## src/inc/pnp_pkg.sv

```systemverilog
// Purpose: Constants and types of the parallel nonvolatile programming port
// Assumes: Pins already synchronous to clk_i, 125 MHz clock
// Notes: Names of pins, commands and fields are shared by all design files
package pnp_pkg;

    // ------------------------------------------------------------
    // Pin codes
    // ------------------------------------------------------------
    localparam logic [1:0] ACT_ADDR = 2'h0;
    localparam logic [1:0] ACT_DATA = 2'h1;
    localparam logic [1:0] ACT_CMD = 2'h2;

    // ------------------------------------------------------------
    // Command bytes
    // ------------------------------------------------------------
    localparam logic [7:0] CMD_NOP = 8'h00;
    localparam logic [7:0] CMD_ERASE = 8'h80;
    localparam logic [7:0] CMD_WR_FUSE = 8'h40;
    localparam logic [7:0] CMD_WR_LOCK = 8'h20;
    localparam logic [7:0] CMD_WR_FLASH = 8'h10;
    localparam logic [7:0] CMD_WR_EEPROM = 8'h11;
    localparam logic [7:0] CMD_RD_SIG = 8'h08;
    localparam logic [7:0] CMD_RD_FUSE = 8'h04;
    localparam logic [7:0] CMD_RD_FLASH = 8'h02;
    localparam logic [7:0] CMD_RD_EEPROM = 8'h03;

    // ------------------------------------------------------------
    // Widths and layout
    // ------------------------------------------------------------
    localparam int BYTE_W = 8;
    localparam int WORD_W = 16;
    localparam int PAGE_WORDS = 64;
    localparam int WIDX_W = 6;
    localparam int PAGE_W = 7;
    localparam int HI_PAGE_W = 5;
    localparam int MADDR_W = 13;
    localparam int ADDR_LO_PAGE_MSB = 7;
    localparam int ADDR_LO_PAGE_LSB = 6;
    localparam logic [6:0] LAST_WIDX = 7'h3f;
    localparam logic [6:0] STREAM_END = 7'h40;

    // Fuse byte fields: boot vector 6, serial enable 5, brown-out level 4,
    // brown-out enable 3, clock source 2..0; bit 7 reserved at one
    localparam int FUSE_BOOT_RST = 6;
    localparam int FUSE_SER_EN = 5;
    localparam int FUSE_BO_LEVEL = 4;
    localparam int FUSE_BO_EN = 3;
    localparam logic [7:0] FUSE_RSV_MASK = 8'h80;
    // Lock byte: boot locks 5..2, memory locks 1..0, 7..6 reserved at one
    localparam logic [7:0] LOCK_RSV_MASK = 8'hc0;
    localparam logic [7:0] ERASED_BYTE = 8'hff;

    localparam logic [7:0] SIG_IDX0 = 8'h00;
    localparam logic [7:0] SIG_IDX1 = 8'h01;
    localparam logic [7:0] SIG_IDX2 = 8'h02;

    // ------------------------------------------------------------
    // Timing
    // ------------------------------------------------------------
    localparam int CLK_KHZ = 125000;
    localparam int T_ERASE_MS = 16;
    localparam int T_FLASH_MS = 8;
    localparam int T_BYTE_MS = 1;
    localparam int ERASE_CYC = T_ERASE_MS * CLK_KHZ;
    localparam int FLASH_CYC = T_FLASH_MS * CLK_KHZ;
    localparam int BYTE_CYC = T_BYTE_MS * CLK_KHZ;
    localparam int CNT_W = 22;

    typedef enum logic [1:0] {
        ST_IDLE,
        ST_STREAM,
        ST_WAIT
    } pnp_state_t;

endpackage

```

## src/inc/pnp_buf_if.sv

```systemverilog
// Purpose: Link between port controller and page buffer memory
// Assumes: One clock, read data registered inside the buffer
// Notes: Byte enables select low or high half of a word
`timescale 1ns/10ps
interface pnp_buf_if;
    logic we;
    logic [1:0] be;
    logic [pnp_pkg::WIDX_W-1:0] waddr;
    logic [pnp_pkg::WORD_W-1:0] wdata;
    logic [pnp_pkg::WIDX_W-1:0] raddr;
    logic [pnp_pkg::WORD_W-1:0] rdata;

    modport ctrl (output we, output be, output waddr, output wdata, output raddr, input rdata);
    modport mem (input we, input be, input waddr, input wdata, input raddr, output rdata);
endinterface

```

## src/pnp_page_buf.sv

```systemverilog
// Purpose: Flash page buffer, 64 words of 16 bits
// Assumes: Writes by byte lane, read data one cycle after address
// Notes: Contents undefined after power up, as in the real buffer
`timescale 1ns/10ps
module pnp_page_buf (
    input wire logic clk_i,
    pnp_buf_if.mem buf_if
);
    wire [pnp_pkg::WORD_W-1:0] rdata_w;

    // ------------------------------------------------------------
    // Byte lanes
    // ------------------------------------------------------------
    // One array per lane, so each array has a single writing process
    for (genvar b = 0; b < pnp_pkg::WORD_W / pnp_pkg::BYTE_W; b++) begin : g_lane
        logic [pnp_pkg::BYTE_W-1:0] lane_q [pnp_pkg::PAGE_WORDS];
        logic [pnp_pkg::BYTE_W-1:0] lane_rd_q;
        always_ff @(posedge clk_i) begin
            if (buf_if.we && buf_if.be[b]) begin
                lane_q[buf_if.waddr] <= buf_if.wdata[b*pnp_pkg::BYTE_W +: pnp_pkg::BYTE_W];
            end
            lane_rd_q <= lane_q[buf_if.raddr];
        end
        assign rdata_w[b*pnp_pkg::BYTE_W +: pnp_pkg::BYTE_W] = lane_rd_q;
    end

    assign buf_if.rdata = rdata_w;
endmodule

```

## src/pnp_prog_port.sv

```systemverilog
// Purpose: Parallel programming port of the nonvolatile memories
// Assumes: Pins synchronous to clk_i; array timing modelled by counters
// Notes: Array port writes one word per pulse; erase is a single pulse
`timescale 1ns/10ps
module pnp_prog_port #(
    parameter int unsigned ERASE_CYCLES = pnp_pkg::ERASE_CYC,
    parameter int unsigned FLASH_CYCLES = pnp_pkg::FLASH_CYC,
    parameter int unsigned BYTE_CYCLES = pnp_pkg::BYTE_CYC,
    parameter logic [7:0] FUSE_INIT = 8'hff,
    parameter logic [7:0] SIG_BYTE0 = 8'h5a, // Arbitrary value
    parameter logic [7:0] SIG_BYTE1 = 8'ha5, // Arbitrary value
    parameter logic [7:0] SIG_BYTE2 = 8'h3c  // Arbitrary value
) (
    input wire logic clk_i,
    input wire logic rst_b_i,
    input wire logic prog_mode_i,
    input wire logic oscillator_load_pin_i,
    input wire logic action_select_hi_i,
    input wire logic action_select_lo_i,
    input wire logic byte_select_i,
    input wire logic page_load_strobe_i,
    input wire logic write_strobe_n_i,
    input wire logic output_enable_n_i,
    input wire logic [7:0] data_i,
    output logic [7:0] data_o,
    output logic data_oe_o,
    output logic ready_busy_n_o,
    output logic mem_we_o,
    output logic mem_eeprom_o,
    output logic mem_erase_o,
    output logic [pnp_pkg::MADDR_W-1:0] mem_addr_o,
    output logic [pnp_pkg::WORD_W-1:0] mem_wdata_o,
    input wire logic [pnp_pkg::WORD_W-1:0] mem_rdata_i,
    output logic [7:0] fuse_o,
    output logic [7:0] lock_o
);
    pnp_buf_if buf_if ();

    pnp_page_buf u_buf (
        .clk_i(clk_i),
        .buf_if(buf_if)
    );

    // ------------------------------------------------------------
    // State
    // ------------------------------------------------------------
    pnp_pkg::pnp_state_t state_q;
    logic load_pin_q, page_pin_q, wr_pin_q;
    logic [7:0] cmd_q, addr_lo_q, addr_hi_q, data_lo_q, data_hi_q;
    logic [7:0] fuse_q, lock_q, rd_q;
    logic [6:0] idx_q;
    logic [pnp_pkg::CNT_W-1:0] cnt_q;
    logic erase_pend_q;
    logic mem_we_q, mem_erase_q, mem_eeprom_q;
    logic [pnp_pkg::MADDR_W-1:0] mem_addr_q;
    logic [pnp_pkg::WORD_W-1:0] mem_wdata_q;

    // ------------------------------------------------------------
    // Pin decode
    // ------------------------------------------------------------
    wire busy = (state_q != pnp_pkg::ST_IDLE);
    // Strobes taken only in mode and while ready, so a running job is safe
    wire accept = prog_mode_i && !busy;
    wire load_evt = accept && oscillator_load_pin_i && !load_pin_q;
    wire page_evt = accept && page_load_strobe_i && !page_pin_q;
    wire wr_evt = accept && !write_strobe_n_i && wr_pin_q;
    wire [1:0] act = {action_select_hi_i, action_select_lo_i};
    wire ld_addr = load_evt && (act == pnp_pkg::ACT_ADDR);
    wire ld_data = load_evt && (act == pnp_pkg::ACT_DATA);
    wire ld_cmd = load_evt && (act == pnp_pkg::ACT_CMD);

    wire is_erase = (cmd_q == pnp_pkg::CMD_ERASE);
    wire is_wr_flash = (cmd_q == pnp_pkg::CMD_WR_FLASH);
    wire is_wr_eeprom = (cmd_q == pnp_pkg::CMD_WR_EEPROM);
    wire is_wr_fuse = (cmd_q == pnp_pkg::CMD_WR_FUSE);
    wire is_wr_lock = (cmd_q == pnp_pkg::CMD_WR_LOCK);
    wire is_rd_sig = (cmd_q == pnp_pkg::CMD_RD_SIG);
    wire is_rd_fuse = (cmd_q == pnp_pkg::CMD_RD_FUSE);
    wire is_rd_flash = (cmd_q == pnp_pkg::CMD_RD_FLASH);
    wire is_rd_eeprom = (cmd_q == pnp_pkg::CMD_RD_EEPROM);
    wire is_read = is_rd_sig || is_rd_fuse || is_rd_flash || is_rd_eeprom;

    // Write pulse dispatch; the no-operation command matches nothing
    wire go_erase = wr_evt && is_erase;
    wire go_page = wr_evt && is_wr_flash;
    wire go_eeprom = wr_evt && is_wr_eeprom && !byte_select_i;
    wire go_fuse = wr_evt && is_wr_fuse;
    wire go_lock = wr_evt && is_wr_lock;

    // Page from high byte bits 4..0 and low byte bits 7..6
    wire [pnp_pkg::PAGE_W-1:0] page_num = {addr_hi_q[pnp_pkg::HI_PAGE_W-1:0],
        addr_lo_q[pnp_pkg::ADDR_LO_PAGE_MSB:pnp_pkg::ADDR_LO_PAGE_LSB]};
    // Shared word or byte address of the array while idle
    wire [pnp_pkg::MADDR_W-1:0] cur_addr = {addr_hi_q[pnp_pkg::HI_PAGE_W-1:0], addr_lo_q};
    wire [pnp_pkg::WIDX_W-1:0] idx_lo = idx_q[pnp_pkg::WIDX_W-1:0];
    wire stream_word = (state_q == pnp_pkg::ST_STREAM) && (idx_q != '0);

    // ------------------------------------------------------------
    // Page buffer access
    // ------------------------------------------------------------
    assign buf_if.we = page_evt;
    assign buf_if.be = byte_select_i ? 2'h2 : 2'h1;
    assign buf_if.waddr = addr_lo_q[pnp_pkg::WIDX_W-1:0];
    assign buf_if.wdata = {data_hi_q, data_lo_q};
    assign buf_if.raddr = idx_lo;

    // ------------------------------------------------------------
    // Read data selection
    // ------------------------------------------------------------
    wire [7:0] sig_byte = (addr_lo_q == pnp_pkg::SIG_IDX0) ? SIG_BYTE0 :
                          (addr_lo_q == pnp_pkg::SIG_IDX1) ? SIG_BYTE1 :
                          (addr_lo_q == pnp_pkg::SIG_IDX2) ? SIG_BYTE2 :
                          pnp_pkg::ERASED_BYTE;
    wire [7:0] flash_byte = byte_select_i ? mem_rdata_i[pnp_pkg::WORD_W-1:pnp_pkg::BYTE_W] :
                                            mem_rdata_i[pnp_pkg::BYTE_W-1:0];
    wire [7:0] rd_d = is_rd_fuse ? (byte_select_i ? lock_q : fuse_q) :
                      is_rd_sig ? (byte_select_i ? pnp_pkg::ERASED_BYTE : sig_byte) :
                      is_rd_flash ? flash_byte :
                      mem_rdata_i[pnp_pkg::BYTE_W-1:0];

    assign data_o = rd_q;
    // Released whenever enable is high or no read is loaded
    assign data_oe_o = prog_mode_i && !output_enable_n_i && is_read;
    assign ready_busy_n_o = !busy;
    assign mem_we_o = mem_we_q;
    assign mem_eeprom_o = mem_eeprom_q;
    assign mem_erase_o = mem_erase_q;
    assign mem_addr_o = mem_addr_q;
    assign mem_wdata_o = mem_wdata_q;
    assign fuse_o = fuse_q;
    assign lock_o = lock_q;

    // ------------------------------------------------------------
    // Pin history and read register
    // ------------------------------------------------------------
    always_ff @(posedge clk_i) begin
        if (!rst_b_i) begin
            load_pin_q <= 1'b0;
            page_pin_q <= 1'b0;
            wr_pin_q <= 1'b1;
            rd_q <= 8'h00;
        end else begin
            load_pin_q <= oscillator_load_pin_i;
            page_pin_q <= page_load_strobe_i;
            wr_pin_q <= write_strobe_n_i;
            rd_q <= rd_d;
        end
    end

    // ------------------------------------------------------------
    // Loaded command, address and data
    // ------------------------------------------------------------
    // All kept until reloaded, so one command serves many accesses
    always_ff @(posedge clk_i) begin
        if (!rst_b_i) begin
            cmd_q <= pnp_pkg::CMD_NOP;
            addr_lo_q <= 8'h00;
            addr_hi_q <= 8'h00;
            data_lo_q <= 8'h00;
            data_hi_q <= 8'h00;
        end else begin
            if (ld_cmd) begin
                cmd_q <= data_i;
            end
            if (ld_addr && !byte_select_i) begin
                addr_lo_q <= data_i;
            end
            if (ld_addr && byte_select_i) begin
                addr_hi_q <= data_i;
            end
            if (ld_data && !byte_select_i) begin
                data_lo_q <= data_i;
            end
            if (ld_data && byte_select_i) begin
                data_hi_q <= data_i;
            end
        end
    end

    // ------------------------------------------------------------
    // Fuse and lock bytes
    // ------------------------------------------------------------
    always_ff @(posedge clk_i) begin
        if (!rst_b_i) begin
            fuse_q <= FUSE_INIT | pnp_pkg::FUSE_RSV_MASK;
            lock_q <= pnp_pkg::ERASED_BYTE;
        end else begin
            if (go_fuse) begin
                fuse_q <= data_lo_q | pnp_pkg::FUSE_RSV_MASK;
            end
            // A lock write can only program bits, never release them
            if (go_lock) begin
                lock_q <= (lock_q & data_lo_q) | pnp_pkg::LOCK_RSV_MASK;
            end
            // Locks open only once the whole erase time has run out
            if (erase_pend_q && state_q == pnp_pkg::ST_WAIT && cnt_q == '0) begin
                lock_q <= pnp_pkg::ERASED_BYTE;
            end
        end
    end

    // ------------------------------------------------------------
    // Sequencer
    // ------------------------------------------------------------
    always_ff @(posedge clk_i) begin
        if (!rst_b_i) begin
            state_q <= pnp_pkg::ST_IDLE;
            idx_q <= 7'h00;
            cnt_q <= '0;
            erase_pend_q <= 1'b0;
            mem_we_q <= 1'b0;
            mem_erase_q <= 1'b0;
            mem_eeprom_q <= 1'b0;
            mem_addr_q <= '0;
            mem_wdata_q <= '0;
        end else begin
            mem_we_q <= 1'b0;
            mem_erase_q <= 1'b0;
            case (state_q)
                pnp_pkg::ST_IDLE: begin
                    mem_addr_q <= cur_addr;
                    mem_eeprom_q <= is_rd_eeprom || is_wr_eeprom;
                    idx_q <= 7'h00;
                    if (go_erase) begin
                        // Flash and EEPROM cleared by the array; fuses untouched
                        mem_erase_q <= 1'b1;
                        erase_pend_q <= 1'b1;
                        cnt_q <= pnp_pkg::CNT_W'(ERASE_CYCLES - 1);
                        state_q <= pnp_pkg::ST_WAIT;
                    end else if (go_page) begin
                        mem_eeprom_q <= 1'b0;
                        idx_q <= 7'h01;
                        state_q <= pnp_pkg::ST_STREAM;
                    end else if (go_eeprom) begin
                        mem_we_q <= 1'b1;
                        mem_eeprom_q <= 1'b1;
                        mem_wdata_q <= {8'h00, data_lo_q};
                        cnt_q <= pnp_pkg::CNT_W'(BYTE_CYCLES - 1);
                        state_q <= pnp_pkg::ST_WAIT;
                    end else if (go_fuse || go_lock) begin
                        cnt_q <= pnp_pkg::CNT_W'(BYTE_CYCLES - 1);
                        state_q <= pnp_pkg::ST_WAIT;
                    end
                end
                pnp_pkg::ST_STREAM: begin
                    // Buffer read lags its address by one cycle
                    if (stream_word) begin
                        mem_we_q <= 1'b1;
                        mem_addr_q <= {page_num, 6'(idx_q - 7'h01)};
                        mem_wdata_q <= buf_if.rdata;
                    end
                    idx_q <= idx_q + 7'h01;
                    if (idx_q == pnp_pkg::STREAM_END) begin
                        cnt_q <= pnp_pkg::CNT_W'(FLASH_CYCLES - 1);
                        state_q <= pnp_pkg::ST_WAIT;
                    end
                end
                pnp_pkg::ST_WAIT: begin
                    if (cnt_q == '0) begin
                        erase_pend_q <= 1'b0;
                        state_q <= pnp_pkg::ST_IDLE;
                    end else begin
                        cnt_q <= cnt_q - 1'b1;
                    end
                end
                default: begin
                    state_q <= pnp_pkg::ST_IDLE;
                end
            endcase
        end
    end
endmodule

```

## config.mk

```make
export PLATFORM = sky130hd
export DESIGN_NAME = pnp_prog_port
export DESIGN_NICKNAME = d
export VERILOG_FILES = /design/src/inc/pnp_pkg.sv /design/src/inc/pnp_buf_if.sv /design/src/pnp_page_buf.sv /design/src/pnp_prog_port.sv
export SDC_FILE = /design/constraint.sdc
export NUM_CORES = 1
export LEC_CHECK = 0
export BUFFER_PORTS_ARGS = -buffer_cell sky130_fd_sc_hd__buf_2
export CAP_MARGIN = 20
export CORE_MARGIN = 2
export CORE_UTILIZATION = 45
export CTS_BUF_LIST = sky130_fd_sc_hd__clkbuf_2
export DETAILED_ROUTE_END_ITERATION = 8
export PLACE_DENSITY = 0.58
export SYNTH_ARGS = -nofsm -noshare
export SYNTH_HDL_FRONTEND = slang
export SYNTH_HIERARCHICAL = 1
export SYNTH_SLANG_ARGS = --single-unit
```

## constraint.sdc

```tcl
create_clock -name clk_i -period 3.4 [get_ports clk_i]
set_input_delay 0.17 -clock clk_i [delete_from_list [all_inputs] [get_ports clk_i]]
set_output_delay 0.17 -clock clk_i [all_outputs]
set_load 0.01 [all_outputs]
```

# After elaboration in Yosys (flattened, before gate mapping)
# Memories as Yosys holds them, arrays and structs flattened. A register that Yosys moved wholly into a read port is not among the register bits.
# Cells that the tools add are included.
dict set report op_classes {
  n_addsub 3
  n_eq_ne 27
  mux 50
  bitwise_logic 2
  reduce_logical 54
}
# cell n
set op_table {}
lappend op_table {{$mux 22} 6}
lappend op_table {{$pmux 22 s3} 1}
lappend op_table {{$mux 16} 4}
lappend op_table {{$mux 8} 8}
lappend op_table {{$pmux 16 s2} 1}
lappend op_table {{$logic_and 1x1->1} 27}
lappend op_table {{$pmux 13 s2} 1}
lappend op_table {{$eq 8x2->1 const B} 3}
lappend op_table {{$logic_not 22->1} 1}
lappend op_table {{$sub 22x1->22 const B} 1}
lappend op_table {{$eq 8x5->1 const B} 2}
lappend op_table {{$mux 1} 16}
lappend op_table {{$mux 2} 7}
lappend op_table {{$pmux 7 s2} 1}
lappend op_table {{$mux 13} 1}
lappend op_table {{$ne 2x2->1 const B} 6}
lappend op_table {{$reduce_and 5->1} 2}
lappend op_table {{$eq 8x1->1 const B} 1}
lappend op_table {{$eq 8x3->1 const B} 1}
lappend op_table {{$eq 8x4->1 const B} 1}
lappend op_table {{$eq 8x6->1 const B} 1}
lappend op_table {{$eq 8x7->1 const B} 1}
lappend op_table {{$eq 8x8->1 const B} 1}
lappend op_table {{$logic_not 8->1} 1}
lappend op_table {{other kinds (23)} 41}
dict set report totals {
  register_bits 125
  mem_bits_rw 1024
  word_cells 158
  memories 2
}
# memory depth word_bits read_ports rd_ports_with_merged_regs write_ports line
set memory_table {}
lappend memory_table {{u_buf.g_lane[0].lane_q} 64 8 1 1 1 pnp_page_buf.sv:16} ;# logic [pnp_pkg::BYTE_W-1:0] lane_q [pnp_pkg::PAGE_WORDS];
lappend memory_table {{u_buf.g_lane[1].lane_q} 64 8 1 1 1 pnp_page_buf.sv:16}

# Logic depth before layout (Yosys ltp)
dict set report logic_depth {
  word_depth 12
  depth_mapped 10
  depth_no_buf 8
}

# Hierarchy
# Netlist, hierarchy kept.
# mod instances cells_per_inst area_each_um2 seq_area_each_um2
set by_module_without_submodules {}
lappend by_module_without_submodules {pnp_page_buf 1 1922 40443.8 31069.8}
lappend by_module_without_submodules {pnp_prog_port 1 680 5795.6 2502.4}

# Worst setup path after synthesis
# OpenSTA, ideal clock, no wires.
dict set report synth_timing {
  path_type {register -> register}
  start {reg state_q[0]}
  end {mem u_buf/g_lane[0].lane_q[61][0] in the netlist's numbering (enable)}
  setup_ps 371
  t_arrival_ps 2204
  t_required_ps 3029
  setup_slack_ps 826
  path_stages_with_launch 9
  path_buffers 2
  synth_period_minus_slack_ps 2574
  path_cell_list {dfxtp_1 > inv_1 > ha_1 > clkbuf_1 > and4b_1 > and2_1 > clkbuf_1 > nand4_1 > nor2_1}
}
dict set report synth_via {
  elab_chain_len 8
}
# item line
set synth_rtl {}
lappend synth_rtl {{from (decl)} pnp_prog_port.sv:47} ;# pnp_pkg::pnp_state_t state_q;
lappend synth_rtl {{from (signal assigned)} pnp_prog_port.sv:207} ;# state_q <= pnp_pkg::ST_IDLE;
lappend synth_rtl {{from (signal assigned)} pnp_prog_port.sv:229} ;# state_q <= pnp_pkg::ST_WAIT;
lappend synth_rtl {{from (signal assigned)} pnp_prog_port.sv:233} ;# state_q <= pnp_pkg::ST_STREAM;
lappend synth_rtl {{$reduce_bool 2->1} pnp_prog_port.sv:61} ;# wire busy = (state_q != pnp_pkg::ST_IDLE);
lappend synth_rtl {{$logic_not 1->1} --}
lappend synth_rtl {{named net ready_busy_n_o} pnp_prog_port.sv:27} ;# output logic ready_busy_n_o,
lappend synth_rtl {{$logic_and 1x1->1} pnp_prog_port.sv:63} ;# wire accept = prog_mode_i && !busy;
lappend synth_rtl {{$logic_and 1x1->1 (2 in series)} pnp_prog_port.sv:65} ;# wire page_evt = accept && page_load_strobe_i && !page_pin_q;
lappend synth_rtl {{named net buf_if.we} pnp_buf_if.sv:6} ;# logic we;
lappend synth_rtl {{$logic_and 1x1->1} pnp_page_buf.sv:19} ;# if (buf_if.we && buf_if.be[b]) begin
lappend synth_rtl {{$mux 1} pnp_page_buf.sv:19}
lappend synth_rtl {{$mux 1 (implied by the code)} pnp_page_buf.sv:20} ;# lane_q[buf_if.waddr] <= buf_if.wdata[b*pnp_pkg::BYTE_W +: pnp_pkg::BYTE_W];
lappend synth_rtl {{to (decl)} pnp_page_buf.sv:16}
# The timed path passes the listed nets, and every way through them passes these cells.

# Final worst setup path
dict set report layout_timing {
  start {reg state_q[1]}
  end {reg data_lo_q[5]}
}
dict set report layout_via {
  elab_chain_len 7
}
# item line
set layout_rtl {}
lappend layout_rtl {{$reduce_bool 2->1} pnp_prog_port.sv:61}
lappend layout_rtl {{$logic_not 1->1} pnp_prog_port.sv:63}
lappend layout_rtl {{$logic_and 1x1->1} pnp_prog_port.sv:63}
lappend layout_rtl {{$logic_and 1x1->1 (2 in series)} pnp_prog_port.sv:64} ;# wire load_evt = accept && oscillator_load_pin_i && !load_pin_q;
lappend layout_rtl {{$logic_and 1x1->1} pnp_prog_port.sv:69} ;# wire ld_data = load_evt && (act == pnp_pkg::ACT_DATA);
lappend layout_rtl {{$logic_and 1x1->1} pnp_prog_port.sv:171} ;# if (ld_data && !byte_select_i) begin
lappend layout_rtl {{to (signal assigned)} pnp_prog_port.sv:172} ;# data_lo_q <= data_i;
lappend layout_rtl {{to (decl)} pnp_prog_port.sv:49} ;# logic [7:0] cmd_q, addr_lo_q, addr_hi_q, data_lo_q, data_hi_q;
# No other way between the ends.
# A chain may end at the register's enable or synchronous reset.

==> results.md <==
- Sequential element share of the synthesized area: 72.6%
- Slew margin rel.: 29.1%
- Vias in the first global route: 27700
- Crit-path max cell delay: 0.58 ns
- Finished Cell Area: 0.0526 mm²
- H-tree depth: 5
- Mapped Avg Cell Area: 17.8 µm²
- Peak supply drop: 0.000223 V
- Critical path data arrival time: 4.55 ns
- Root Driver: clkbuf_2
- First DRT Iteration DRCs: 2396
- Total wire length: 118000 µm
- Clk sinks: 1165
- CTS tree: done
- Setup TNS: 0 ns
- DP Wirelength: 74100 µm
- Drt wl/cell: 25.0 µm
- Syn Std Cell Area: 0.0462 mm²
- Clk_skew: 0.157 ns
- Hold Vio Cnt, Final: 0
- Fraction of layout cells with a size suffix above 1: 30.7%
- Peak Freq: 316 MHz
- Distinct cell type count after synthesis: 73
- Residual DRC: 0
- Post-synth EDFFs: 1024
- Mapped Cells: 2602
- Floorplan die width: 325 µm
- Clock tree buffer depth: 4
- Synth warn: 6
- GPL Wtd Cong: 0.888
- Area occupied by multi-input gates: 0.0117 mm²
- Setup slack after layout: 0.235 ns
- Fin. max-slew vios: 0
- Slowest cell on the critical path: dlygate4sd3_1
- FF+latch count, synth: 1165
- Hold Crit Class: in2reg
- Clk_lat worst skew: 1.56 ns
- Port Buffers: 88
- Global-route wire length before repair: 175000 µm
- Post-synth top area cell: edfxtp_1
- FP Rows: 117
- Pleak: 19.9 nW
- Status: finished, final reports clean
- Max Cap Viol: 0
- Worst setup SP type: register
- GRT Util Overall: 22.4%
- Starting Density: 45.4%
- Crit-path max FO: 11
- Area grow syn2layout: 13.7%
- DP Area: 0.0492 mm²
- Num CTS Buffers: 305
- Worst slew pin tran: 1.06 ns
- Dpl ws: 0.351 ns
- Fillers: 8383
- Worst setup EP type: register
- Synth top area share: 66.5%
- Largest net degree at the start of global routing: 102
- Final Critical Period: 3.17 ns
- Power density cells: 489 mW/mm²
- Core area: 0.102 mm²
- Initial antenna violation count: 4
- Final setup violation count: 0
- Via count: 26600
- Critical-path cell list: inv_1, ha_1, nand4b_1, nor2_1, and3_2, mux2i_1, dlygate4sd3_1, nor2_1, dlygate4sd3_1
- Register area: 0.0336 mm²
- Number of routed nets with antenna violations: 0
- Worst Path Required: 4.79 ns
- Asr flop ratio synth: 0%
- Die Ht: 325 µm
- Ranking of synthesized cells by area: edfxtp_1 67%, mux4_2 10%, dfxtp_1 6.1%
- Crit path kind: reg2reg
- Power, Total: 25.7 mW
- Clock-pin transition on the worst setup and hold timing paths: 0.11 ns
- Fin nets: 3185
- I/O pin cnt: 92
- Pre-antenna DRT Iters: 5
- Global route overflow: 0
- Die area: 0.105 mm²
- DR vias/cell: 5.65
- Final worst-path cycle share: 93.1%
- Ys flop type: edfxtp_1
[stage by stage]
step                      instances  utilization [%]  hold WS, ns
after floorplan                2604                -        0.271
after global placement         4115             48.2        0.390
after detailed placement       4116             48.3        0.392
after CTS                      4697             51.6      0.00373
after global routing           4706             51.6       0.0483
final                          4706             51.6        0.232
[cell families after synthesis]
family | count (synthesis) | share of synthesized area (%)
xor+xnor | 12 | 0.227
fa+ha+maj | 7 | 0.189
buf+inv | 177 | 2.23
compound gates | 269 | 3.99
mux | 408 | 15.1
other cells | 1 | 0.00811
simple gates | 563 | 5.64
flops | 1165 | 72.6
[layout by cell type (no fill, tap or decap), types with 10 or more instances in the layout]
cell,instances
a21oi_1,57
dfxtp_2,20
a22oi_1,39
clkbuf_2,414
a211o_1,11
nor2b_1,30
a31oi_1,16
edfxtp_1,1024
buf_4,200
mux2_2,29
nand3_1,44
nor3_1,12
mux4_2,207
a211oi_1,26
o21ai_0,39
clkinv_1,54
buf_2,88
mux2i_1,155
clkinv_2,11
dfxtp_1,118
dlygate4sd3_1,85
inv_1,26
mux4_1,17
buf_12,10
nand2_1,130
nand4_1,17
inv_2,12
or3_1,11
nor2_1,248
a221oi_1,17
[power breakdown]
| part | switching (mW) | internal [mW] | total [mW] |
|---|---|---|---|
| sequential | 0.0954 | 15.4 | 15.5 |
| clock | 5.42 | 3.49 | 8.91 |
| combinational | 0.796 | 0.475 | 1.27 |
[path summary, 6_finish.rpt]
kind                            slack, ns  depth (start not counted)                      endpoint                          from
worst max-delay path                 0.23                          9     data_lo_q[5]$_SDFFE_PN0P_       state_q[1]$_SDFFE_PN0P_
worst max register to register       0.23                          9     data_lo_q[5]$_SDFFE_PN0P_       state_q[1]$_SDFFE_PN0P_
worst min-delay path                 0.23                          6          data_o[5]$_SDFF_PN0_                mem_rdata_i[5]
worst min register to register       0.46                          2  mem_wdata_o[13]$_SDFFE_PN0P_  mem_wdata_o[13]$_SDFFE_PN0P_
[cells in the mapped netlist, types with 9 or more instances]
| cell type | instances |
|---|---|
| edfxtp_1 | 1024 |
| nor2_1 | 248 |
| mux4_2 | 207 |
| mux2i_1 | 155 |
| dfxtp_1 | 141 |
| nand2_1 | 131 |
| a21oi_1 | 57 |
| clkbuf_1 | 53 |
| nand3_1 | 44 |
| buf_2 | 43 |
| o21ai_0 | 40 |
| a22oi_1 | 39 |
| nor2b_1 | 31 |
| mux2_2 | 29 |
| inv_1 | 27 |
| a211oi_1 | 26 |
| buf_4 | 18 |
| a221oi_1 | 17 |
| mux4_1 | 17 |
| nand4_1 | 17 |
| a31oi_1 | 16 |
| buf_6 | 14 |
| nor3_1 | 13 |
| a211o_1 | 11 |
| or3_1 | 11 |
| o211ai_1 | 9 |
[sequential cells by signal (all words and copies together) (netlist names), 5 cells and up]
signal,cells
addr_lo_q,8
cnt_q,22
data_lo_q,8
data_o,8
u_buf/g_lane.lane_rd_q,16
mem_wdata_o,16
fuse_o,7
lock_o,6
u_buf/g_lane.lane_q,1024
addr_hi_q,5
data_hi_q,8
cmd_q,8
idx_q,7
mem_addr_o,13
[worst max-delay path: cells and delay by family, from the launching register on]
kind | cells | cell delay [ns]
muxes | 1 | 0.21
adders and majority gates | 1 | 0.38
buffers and inverters | 3 | 1.25
DFF | 1 | 0.36
and+or+nand+nor | 4 | 0.87
[area by class of cell]
| cell class | count | area share, % |
|---|---|---|
| clock buffer | 414 | 3.94 |
| timing repair buffer | 383 | 5.69 |
| inverter | 27 | 0.193 |
| tap | 1368 | 3.26 |
| antenna | 8 | 0.0381 |
| sequential | 1165 | 63.9 |
| clock inverter | 79 | 0.740 |
| multi-input combinational | 1262 | 22.2 |
[per-layer routing]
layer	vias to the layer above	wire length, µm	GRT usage (%)
met1	13600	48000	29.2
met2	1146	58100	36.6
met3	209	8600	5.42
li1	11600	-	-
met5	-	13	0
met4	2	3140	8.20
[timing repair]
action                                   CTS  global route
pin swaps                                  0             1
buffers inserted                           0             3
endpoints found under the hold margin   1086             0
endpoints found under the setup margin     1            25
resized for setup                          6             5
hold buffers                              88             0
Note: power is estimated with default switching activity, not from simulation.
